[src/logic/msc_params.svh]
`ifndef MSC_PARAMS_SVH
`define MSC_PARAMS_SVH
// Minimum reset pulse on the module reset pin, in ns, and its cycle count at 100 MHz
`define MSC_CLK_PERIOD_NS      10
`define MSC_RESET_MIN_NS       2000
`define MSC_RESET_MIN_CYC      ((`MSC_RESET_MIN_NS + `MSC_CLK_PERIOD_NS - 1) / `MSC_CLK_PERIOD_NS)
// Time from reset release until the module is ready, in ns
`define MSC_INIT_NS            1000
`define MSC_INIT_CYC           (`MSC_INIT_NS / `MSC_CLK_PERIOD_NS)
`define MSC_CNT_W              10
`define MSC_FLAG_W             8
// Reset values
`define MSC_FLAGS_RST          8'h00
`define MSC_CTRL_RST           8'h00
`define MSC_FEC_EN_BIT         0
`endif

[src/logic/msc_pkg.sv]
package msc_pkg;
  typedef enum logic [1:0] {
    MSC_ST_RESET,
    MSC_ST_INIT,
    MSC_ST_READY
  } msc_state_t;
endpackage

[src/logic/msc_sideband.sv]
`timescale 1ns/1ps
`include "msc_params.svh"
// How it works
// - Serial bus access is enabled only while module_select_n is sampled low.
// - Host reaches the memory map over serial clock and data lines.
// - Reset low longer than minimum pulse restores all settings to defaults.
// - Completion shown by asserting attention with not-ready flag cleared.
// - Power-up raises the completion attention without any reset pulse.
// - Low-power request input caps the module power mode.
// - Module pulls the presence line low once inserted.
// - Attention is driven low for faults or critical status.
// - Attention is only pulled low, never driven high.
// - Error correction is built in and enabled for full reach.
module msc_sideband (
  // Clock and reset
  input  wire logic                   clk,
  input  wire logic                   sys_rst,
  // Pins from host
  input  wire logic                   module_select_n,
  input  wire logic                   module_reset_n,
  input  wire logic                   low_power_request,
  // Serial bus engine side
  input  wire logic                   serial_access_req,
  output logic                        serial_enable,
  // Fault and status events from module logic
  input  wire logic [`MSC_FLAG_W-1:0] fault_event,
  // Host has read or cleared flags (from memory map logic)
  input  wire logic [`MSC_FLAG_W-1:0] flag_clear,
  input  wire logic                   reset_done_clear,
  // Status to memory map
  output logic [`MSC_FLAG_W-1:0]      flag_status,
  output logic                        data_not_ready,
  output logic                        reset_done_flag,
  output logic                        settings_default,
  output logic                        fec_enable,
  output logic                        low_power_mode,
  // Pins to host
  output logic                        presence_oe,
  output logic                        presence_out,
  output logic                        attention_oe,
  output logic                        attention_out
);
  logic sel_n_s;
  logic rst_n_s;
  logic lpm_s;

  msc_sync u_sync_sel (
    .clk     (clk),
    .sys_rst (sys_rst),
    .din     (module_select_n),
    .dout    (sel_n_s)
  );
  msc_sync u_sync_rst (
    .clk     (clk),
    .sys_rst (sys_rst),
    .din     (module_reset_n),
    .dout    (rst_n_s)
  );
  msc_sync u_sync_lpm (
    .clk     (clk),
    .sys_rst (sys_rst),
    .din     (low_power_request),
    .dout    (lpm_s)
  );

  msc_pkg::msc_state_t        st_q;
  msc_pkg::msc_state_t        st_d;
  logic [`MSC_CNT_W-1:0]      cnt_q;
  logic [`MSC_CNT_W-1:0]      cnt_d;
  logic [`MSC_FLAG_W-1:0]     flags_q;
  logic [`MSC_FLAG_W-1:0]     flags_d;
  logic                       done_q;
  logic                       done_d;
  logic                       lpm_q;
  logic                       lpm_d;

  // Reset pulse width and init timing; sys_rst lands in RESET so power-up also completes
  always_comb begin
    st_d  = st_q;
    cnt_d = cnt_q;
    done_d = done_q;
    unique case (st_q)
      msc_pkg::MSC_ST_RESET: begin
        if (rst_n_s) begin
          st_d  = msc_pkg::MSC_ST_INIT;
          cnt_d = '0;
        end
      end
      msc_pkg::MSC_ST_INIT: begin
        cnt_d = cnt_q + 1'b1;
        if (cnt_q == `MSC_CNT_W'(`MSC_INIT_CYC - 1)) begin
          st_d   = msc_pkg::MSC_ST_READY;
          done_d = 1'b1;
          // Fresh count, so a reset held across init still needs a full pulse
          cnt_d  = '0;
        end
      end
      msc_pkg::MSC_ST_READY: begin
        if (!rst_n_s) begin
          if (cnt_q != `MSC_CNT_W'(`MSC_RESET_MIN_CYC)) begin
            cnt_d = cnt_q + 1'b1;
          end
        end else begin
          cnt_d = '0;
        end
        // Short glitches are filtered; only a full pulse resets
        if (!rst_n_s && cnt_q == `MSC_CNT_W'(`MSC_RESET_MIN_CYC - 1)) begin
          st_d   = msc_pkg::MSC_ST_RESET;
          done_d = 1'b0;
        end
      end
    endcase
    if (st_q == msc_pkg::MSC_ST_READY && reset_done_clear && st_d == msc_pkg::MSC_ST_READY) begin
      done_d = 1'b0;
    end
  end

  // Flags: set wins over clear
  always_comb begin
    flags_d = (flags_q & ~flag_clear) | fault_event;
    if (st_q != msc_pkg::MSC_ST_READY) begin
      flags_d = `MSC_FLAGS_RST;
    end
    lpm_d = lpm_s;
  end

  always_ff @(posedge clk) begin
    if (sys_rst) begin
      st_q    <= msc_pkg::MSC_ST_RESET;
      cnt_q   <= '0;
      flags_q <= `MSC_FLAGS_RST;
      done_q  <= 1'b0;
      lpm_q   <= 1'b1;
    end else begin
      st_q    <= st_d;
      cnt_q   <= cnt_d;
      flags_q <= flags_d;
      done_q  <= done_d;
      lpm_q   <= lpm_d;
    end
  end

  // Assertion helper: cycles the synced reset pin has been low while ready, saturating
  logic [`MSC_CNT_W-1:0]      low_run_q;
  logic [`MSC_CNT_W-1:0]      low_run_d;

  always_comb begin
    low_run_d = low_run_q;
    if (st_q != msc_pkg::MSC_ST_READY || rst_n_s) begin
      low_run_d = '0;
    end else if (low_run_q != `MSC_CNT_W'(`MSC_RESET_MIN_CYC)) begin
      low_run_d = low_run_q + 1'b1;
    end
  end

  always_ff @(posedge clk) begin
    if (sys_rst) begin
      low_run_q <= '0;
    end else begin
      low_run_q <= low_run_d;
    end
  end

  assign serial_enable    = ~sel_n_s & serial_access_req;
  assign flag_status      = flags_q;
  assign data_not_ready   = (st_q != msc_pkg::MSC_ST_READY);
  assign reset_done_flag  = done_q;
  assign settings_default = (st_q == msc_pkg::MSC_ST_RESET);
  assign fec_enable       = 1'b1;
  assign low_power_mode   = lpm_q;
  assign presence_oe      = 1'b1;
  assign presence_out     = 1'b0;
  assign attention_out    = 1'b0;
  assign attention_oe     = done_q | (|flags_q);

  // Reset completion walk: leave reset, still not ready at the last init cycle, then post completion
  localparam int init_last = `MSC_INIT_CYC - 1;
endmodule

[src/logic/msc_sync.sv]
`timescale 1ns/1ps
module msc_sync (
  // Clock and reset
  input  wire logic clk,
  input  wire logic sys_rst,
  // Level crossing
  input  wire logic din,
  output logic      dout
);
  logic meta_q;
  logic meta_d;
  logic sync_q;
  logic sync_d;

  always_comb begin
    meta_d = din;
    sync_d = meta_q;
  end

  // Reset high: inactive for the active-low pins, low power for the mode pin
  always_ff @(posedge clk) begin
    if (sys_rst) begin
      meta_q <= 1'b1;
      sync_q <= 1'b1;
    end else begin
      meta_q <= meta_d;
      sync_q <= sync_d;
    end
  end

  assign dout = sync_q;
endmodule

[config.mk]
export PLATFORM = sky130hd
export DESIGN_NAME = msc_sideband
export DESIGN_NICKNAME = d
export VERILOG_FILES = /design/src/logic/msc_pkg.sv /design/src/logic/msc_sideband.sv /design/src/logic/msc_sync.sv
export VERILOG_INCLUDE_DIRS = /design/src /design/src/logic
export SDC_FILE = /design/constraint.sdc
export NUM_CORES = 1
export LEC_CHECK = 0
export BUFFER_PORTS_ARGS = -buffer_cell sky130_fd_sc_hd__buf_2
export CORE_MARGIN = 1.5
export CORE_UTILIZATION = 45
export DETAILED_ROUTE_END_ITERATION = 16
export PLACE_DENSITY = 0.77
export SYNTH_ARGS = -nofsm -noshare
export SYNTH_HDL_FRONTEND = slang
export SYNTH_HIERARCHICAL = 1
export SYNTH_SLANG_ARGS = --single-unit
[constraint.sdc]
create_clock -name clk -period 1.91 [get_ports clk]
set_input_delay 0.382 -clock clk [delete_from_list [all_inputs] [get_ports clk]]
set_output_delay 0.382 -clock clk [all_outputs]
set_load 0.05 [all_outputs]
Yosys cells after proc, flatten, opt, wreduce, memory -nomap -nowiden
Cells that the tools add are included.

storage, ports and cells
  register bits = 28
  input bits = 23
  output and inout port bits = 18
  word-level logic and storage cells = 52

operators by class
  add/subtract/negate cells = 1
  equality and inequality tests = 11
  muxes and demuxes = 12
  bitwise logic cells = 6
  reduce and logical (&&, ||, !) cells = 11

operator list
  kind                                                                      count
  10-bit 2-to-1 mux                                                         4
  10-bit one-hot mux with 3 select lines                                    1
  10-bit by 1-bit adder with 10-bit output, second input constant           1
  10-bit by 7-bit == test with 1-bit output, second input constant          1
  10-bit by 8-bit == test with 1-bit output, second input constant          1
  10-bit by 8-bit inequality test with 1-bit output, second input constant  1
  8-bit bitwise AND                                                         1
  8-bit inverter                                                            1
  8-bit OR                                                                  1
  8-bit OR reduction                                                        1
  2-bit 2-to-1 mux                                                          3
  2-bit inequality test, second input constant                              3
  2-bit one-hot mux with 3 select lines                                     1
  2-bit == test, second input constant                                      2
  2-bit OR reduction                                                        2
  1-bit logical AND                                                         3
  3-bit by 2-bit inequality test with 1-bit output, second input constant   1
  3-bit AND reduction                                                       1
  2-bit by 1-bit == test with 1-bit output, second input constant           1
  2-bit logical NOT                                                         1
  1-bit 2-to-1 mux                                                          2
  2-bit by 1-bit inequality test with 1-bit output, second input constant   1
  1-bit one-hot mux with 2 select lines                                     1
  2-bit AND reduction                                                       1
  5 further kinds                                                           5

Logic depth before layout (Yosys ltp)
  depth in word-level cells = 7
  depth in mapped cells = 7
  gate-level depth less buffers = 7

Cells and area by module
Netlist, hierarchy kept.

modules (own cells, without submodules)
  module        times used  cells each  area each (um^2)  seq. area each (um^2)
  msc_sideband  1           144         1202.4            440.4
  msc_sync      3           4           52.6              40.0

Worst setup path after synthesis
OpenSTA, ideal clock, no wires.

  kind = reg2reg
  start point = register st_q[0]
  end point = register cnt_q[6]
  setup time = 0.101 ns
  arrival = 1.674 ns
  required time = 1.809 ns
  slack = 0.136 ns
  stages on the path, launching flop included = 7
  path buffers = 0
  period minus slack after synthesis = 1.774 ns
  path through = dfxtp_1 inv_1 ha_1 nand2b_1 o31ai_4 nand2b_1 o41ai_1

between the ends
  cells in the longest elaborated chain, start to end = 3
  elaborated cells on any way between the ends = 7
  classes of those cells = eq/ne: 4; mux: 1; reduce/logical: 2

ends and longest elaborated chain
  element                                                     line                 text
  start, declared                                             msc_sideband.sv:66   msc_pkg::msc_state_t st_q;
  start signal, assigned                                      msc_sideband.sv:129  st_q <= msc_pkg::MSC_ST_RESET;
  start signal, assigned                                      msc_sideband.sv:135  st_q <= st_d;
  2-bit logical NOT (*)                                       n/a
  net settings_default                                        msc_sideband.sv:34   output logic settings_default,
  2-bit by 1-bit inequality test with 1-bit output (no line)  n/a
  2-bit AND reduction (no line)                               n/a
  end signal, assigned                                        msc_sideband.sv:136  cnt_q <= cnt_d;
  end, declared                                               msc_sideband.sv:68   logic [`MSC_CNT_W-1:0] cnt_q;

Mark *: on every way through the listed nets, which the timed path passes. The rest lies on a longest branch.
A chain may end at the register's enable or synchronous reset.

Worst setup path in the final report
  start point = register cnt_q[0]
  end point = register cnt_q[4]

between the ends
  cells in the longest elaborated chain, start to end = 4
  elaborated cells on any way between the ends = 9
  classes of those cells = add/sub: 1; eq/ne: 3; mux: 4; reduce/logical: 1

ends and longest elaborated chain
  element                                   line                                     text
  10-bit by 1-bit adder with 10-bit output  msc_sideband.sv:90, msc_sideband.sv:101
  10-bit 2-to-1 mux                         msc_sideband.sv:100                      if (cnt_q != `MSC_CNT_W'(`MSC_RESET_MIN_CYC)) begin
  10-bit 2-to-1 mux                         msc_sideband.sv:99                       if (!rst_n_s) begin
  10-bit one-hot mux with 3 select lines    msc_sideband.sv:82                       unique case (st_q)

Several ways; a longest one is shown, not always the timed one. The select of a mux whose other input is x is not followed.

==> impl_metrics.py <==
metrics = {
    "synth": {
        "synth_flop_cell": "dfxtp_1",
        "ys_seq_elements": 28,
        "synth_warnings": 6,
        "ys_top_cells_by_area": "dfxtp_1 (41%), ha_1 (4.6%), nor2_1 (4.4%)",
        "ys_types": 42,
        "synthCells": 156,
        "yosysTopAreaCell": "dfxtp_1",
        "yosysSeqAreaShare": 0.412,
        "syn_area_per_cell_um2": 8.72,
        "yosys.cell_count.top_type": "dfxtp_1",
        "synth_edf_count": 0,
        "yosys.area.top_type_share": 0.412,
        "syn_area_um2": 1360,
        "synthArstFlopShare": 0,
        "synthTopCellsByCount": "dfxtp_1 (28), nor2_1 (16), inv_1 (14)",
    },
    "final_layout": {
        "antenna_cells": 0,
        "nets": 233,
        "layout-drive-gt1-share": 0.382,
        "synthToLayoutAreaGrowth_pct": 31.9,
        "largest-register": "cnt_q",
        "instances_no_fill": 235,
        "largest_reg_flops": 10,
    },
    "critical_path": {
        "critical_path_arrival_ns": 2.10,
        "worstReg2RegStart": "cnt_q[0]$_SDFFE_PP0P_",
        "regToRegEndpoint": "cnt_q[4]$_SDFFE_PP0P_",
        "r2r_cells": 7,
        "crit_fanout": 6,
        "path_cells": "inv_2, ha_4, nand4b_1, or3_4, o31ai_4, nand2b_4, o41ai_2",
        "reg2reg_slack_ns": 0.05,
        "worstPathRequired_ns": 2.15,
        "critical_path.top_delay_family": "simple AND/OR/NAND/NOR gates",
        "critPathKind": "reg2reg",
        "critPathCaptureType": "flip-flop",
        "max_stage_delay_ns": 0.40,
        "cp.buffers_inverters": 1,
        "slowest_stage": "or3_4",
        "critPathLaunchType": "flip-flop",
        "crit_path_start": "cnt_q[0]$_SDFFE_PP0P_",
    },
    "route": {
        "drc_errors": 1,
        "drtIter0Drc": 33,
        "routedWlPerCell_um": 14.7,
        "ant_nets": 0,
        "num_vias": 1312,
        "totalWireLength_um": 3450,
        "viasPerCell": 5.58,
        "dr.pass1.iters": 13,
    },
    "clock_tree": {
        "cts_sinks": 28,
        "htreeDepth": 1,
        "root_buffer": "clkbuf_4",
        "clkTransAtPathRegs_ns": 0.15,
        "hold_buffers": 0,
        "cts_tree": "yes",
        "cts_buffer_depth": 2,
        "clk_latency_ns": 0.34,
        "cts_made_buffers": 3,
    },
    "place": {
        "hpwlAfterDp_um": 2280,
        "io_buffer_count": 36,
        "dp.cells": 224,
        "gp_congestion": 0.926,
    },
    "sta": {
        "max_freq_ghz": 0.537,
        "rsz0062_at_grt": "true",
        "hold_violations": 0,
        "drv_slew": 0,
        "holdWs_ns": 0.204,
        "post-route-period-util": 0.975,
        "worst_clock_skew_ns": 0.00214,
        "setup_violations": 0,
        "period_minus_slack_ns": 1.86,
    },
    "min_path": {
        "min_path_cells": 2,
        "min_to": "u_sync_sel/meta_q$_SDFF_PP1_",
        "worstHoldPathType": "in2reg",
        "worstHoldStart": "module_select_n",
    },
    "global_routing": {
        "grtUsageTotal": 0.188,
        "use_met1": 0.225,
        "grt_max_degree": 17,
        "grt_pass1_wl_um": 4880,
        "grt_pass1_vias": 1152,
        "gr-total-overflow": 0,
        "grt_util_met3": 0.0290,
        "top_usage_layer": "met2",
        "use_met2": 0.328,
        "antenna_found_initial": 0,
    },
    "power": {
        "total_leakage_power_uw": 0.000780,
        "powerDensity_nw_per_um2": 632,
        "ir_drop_uv": 624,
    },
    "die": {
        "fp.coreArea_um2": 2810,
        "rows": 19,
        "pin_count": 41,
        "start_util": 0.485,
        "fp.dieArea_um2": 3360,
        "fp.dieH_um": 58.0,
        "chipWidth_um": 58.0,
    },
    "job": {
        "maxCapViolCount": 0,
    },
    "run_status": {
        "failed_checks": "design-rule violations",
        "outcome": "finished, violations left",
    },
}
## kinds of logic after synthesis
logic type	count (synthesis)	share of synthesized area
AOI/OAI and AO/OA	32	0.178
xor gates and xnor gates	4	0.0258
adders and majority gates	5	0.0460
buffers and inverters	21	0.0690
DFF	28	0.412
other	2	0.00552
and+or+nand+nor	64	0.264
## metal layers
metal	wire length [um]	up-vias
met5	0	-
met4	76	0
met3	157	8
met2	1800	49
met1	1410	626
li1	-	629
## cell type report
| class | instances | area, um^2 |
|---|---|---|
| clock buffer | 3 | 22.5 |
| clock inverter | 1 | 30.0 |
| fill | 237 | 1010 |
| inverter | 14 | 55.1 |
| multi-input combinational | 109 | 788 |
| sequential | 28 | 572 |
| tap | 31 | 38.8 |
| timing repair buffer | 49 | 288 |
## worst max-delay path by stage
stage,end,depth (start not counted),slack [ns]
final,cnt_q[4]$_SDFFE_PP0P_,7,0.05
after global routing,cnt_q[2]$_SDFFE_PP0P_,6,-0.06
after CTS,cnt_q[1]$_SDFFE_PP0P_,7,0.03
after detailed placement,cnt_q[1]$_SDFFE_PP0P_,7,0.04
after global placement,cnt_q[1]$_SDFFE_PP0P_,7,0.08
after floorplan,cnt_q[6]$_SDFFE_PP0P_,6,0.14
## layout by cell type (no fill, tap or decap), types with 2 or more instances in the layout
cell type / instances
inv_1: 11
a21oi_1: 11
nand3_1: 6
inv_2: 2
a32oi_1: 2
ha_4: 2
nand2b_1: 4
dfxtp_1: 23
nor2b_1: 2
o21ai_0: 3
buf_4: 12
o21ai_1: 2
clkbuf_4: 3
o41ai_2: 3
nor2_1: 16
buf_6: 2
and3_1: 4
dfxtp_4: 2
nand4_1: 3
xnor2_1: 2
or2_1: 6
nor3_1: 3
buf_2: 35
nand2b_4: 2
xor2_1: 2
ha_1: 2
conb_1: 4
dfxtp_2: 3
nand2_1: 7
## worst reg2reg max path: stages (launching register included)
cell and delay (ns):
dfxtp_4 0.39, inv_2 0.07, ha_4 0.12, nand4b_1 0.11, or3_4 0.40, o31ai_4 0.37
nand2b_4 0.24, o41ai_2 0.07
## through the flow
| stage | total power [uW] | util | instance area (um^2) | worst slack [ns] | TNS (ns) |
|---|---|---|---|---|---|
| 2_1_floorplan | 695 | - | 1370 | 0.136 | 0 |
| 3_3_place_gp | 722 | 0.567 | 1590 | 0.0804 | 0 |
| 3_5_place_dp | 726 | 0.567 | 1590 | 0.0360 | 0 |
| 4_1_cts | 1120 | 0.587 | 1650 | 0.0314 | 0 |
| 5_1_grt | 1180 | 0.640 | 1790 | -0.0636 | -0.388 |
| 6_report | 1130 | 0.640 | 1790 | 0.0470 | 0 |
## report_power, final
part           internal, uW  switching, uW  total (uW)
combinational          54.0           84.0         138
sequential              593           5.40         599
clock                   213            186         398
total                   860            275        1130
## what timing repair did
item / 4_1_cts / 5_1_grt
setup buffers: 0 / 7
cloned: 0 / 0
resized for setup: 2 / 26
endpoints found under the hold margin: 0 / 0
pin swaps: 0 / 9
setup endpoints to repair: 1 / 7
No activity file was read; power rests on OpenSTA's default activity.
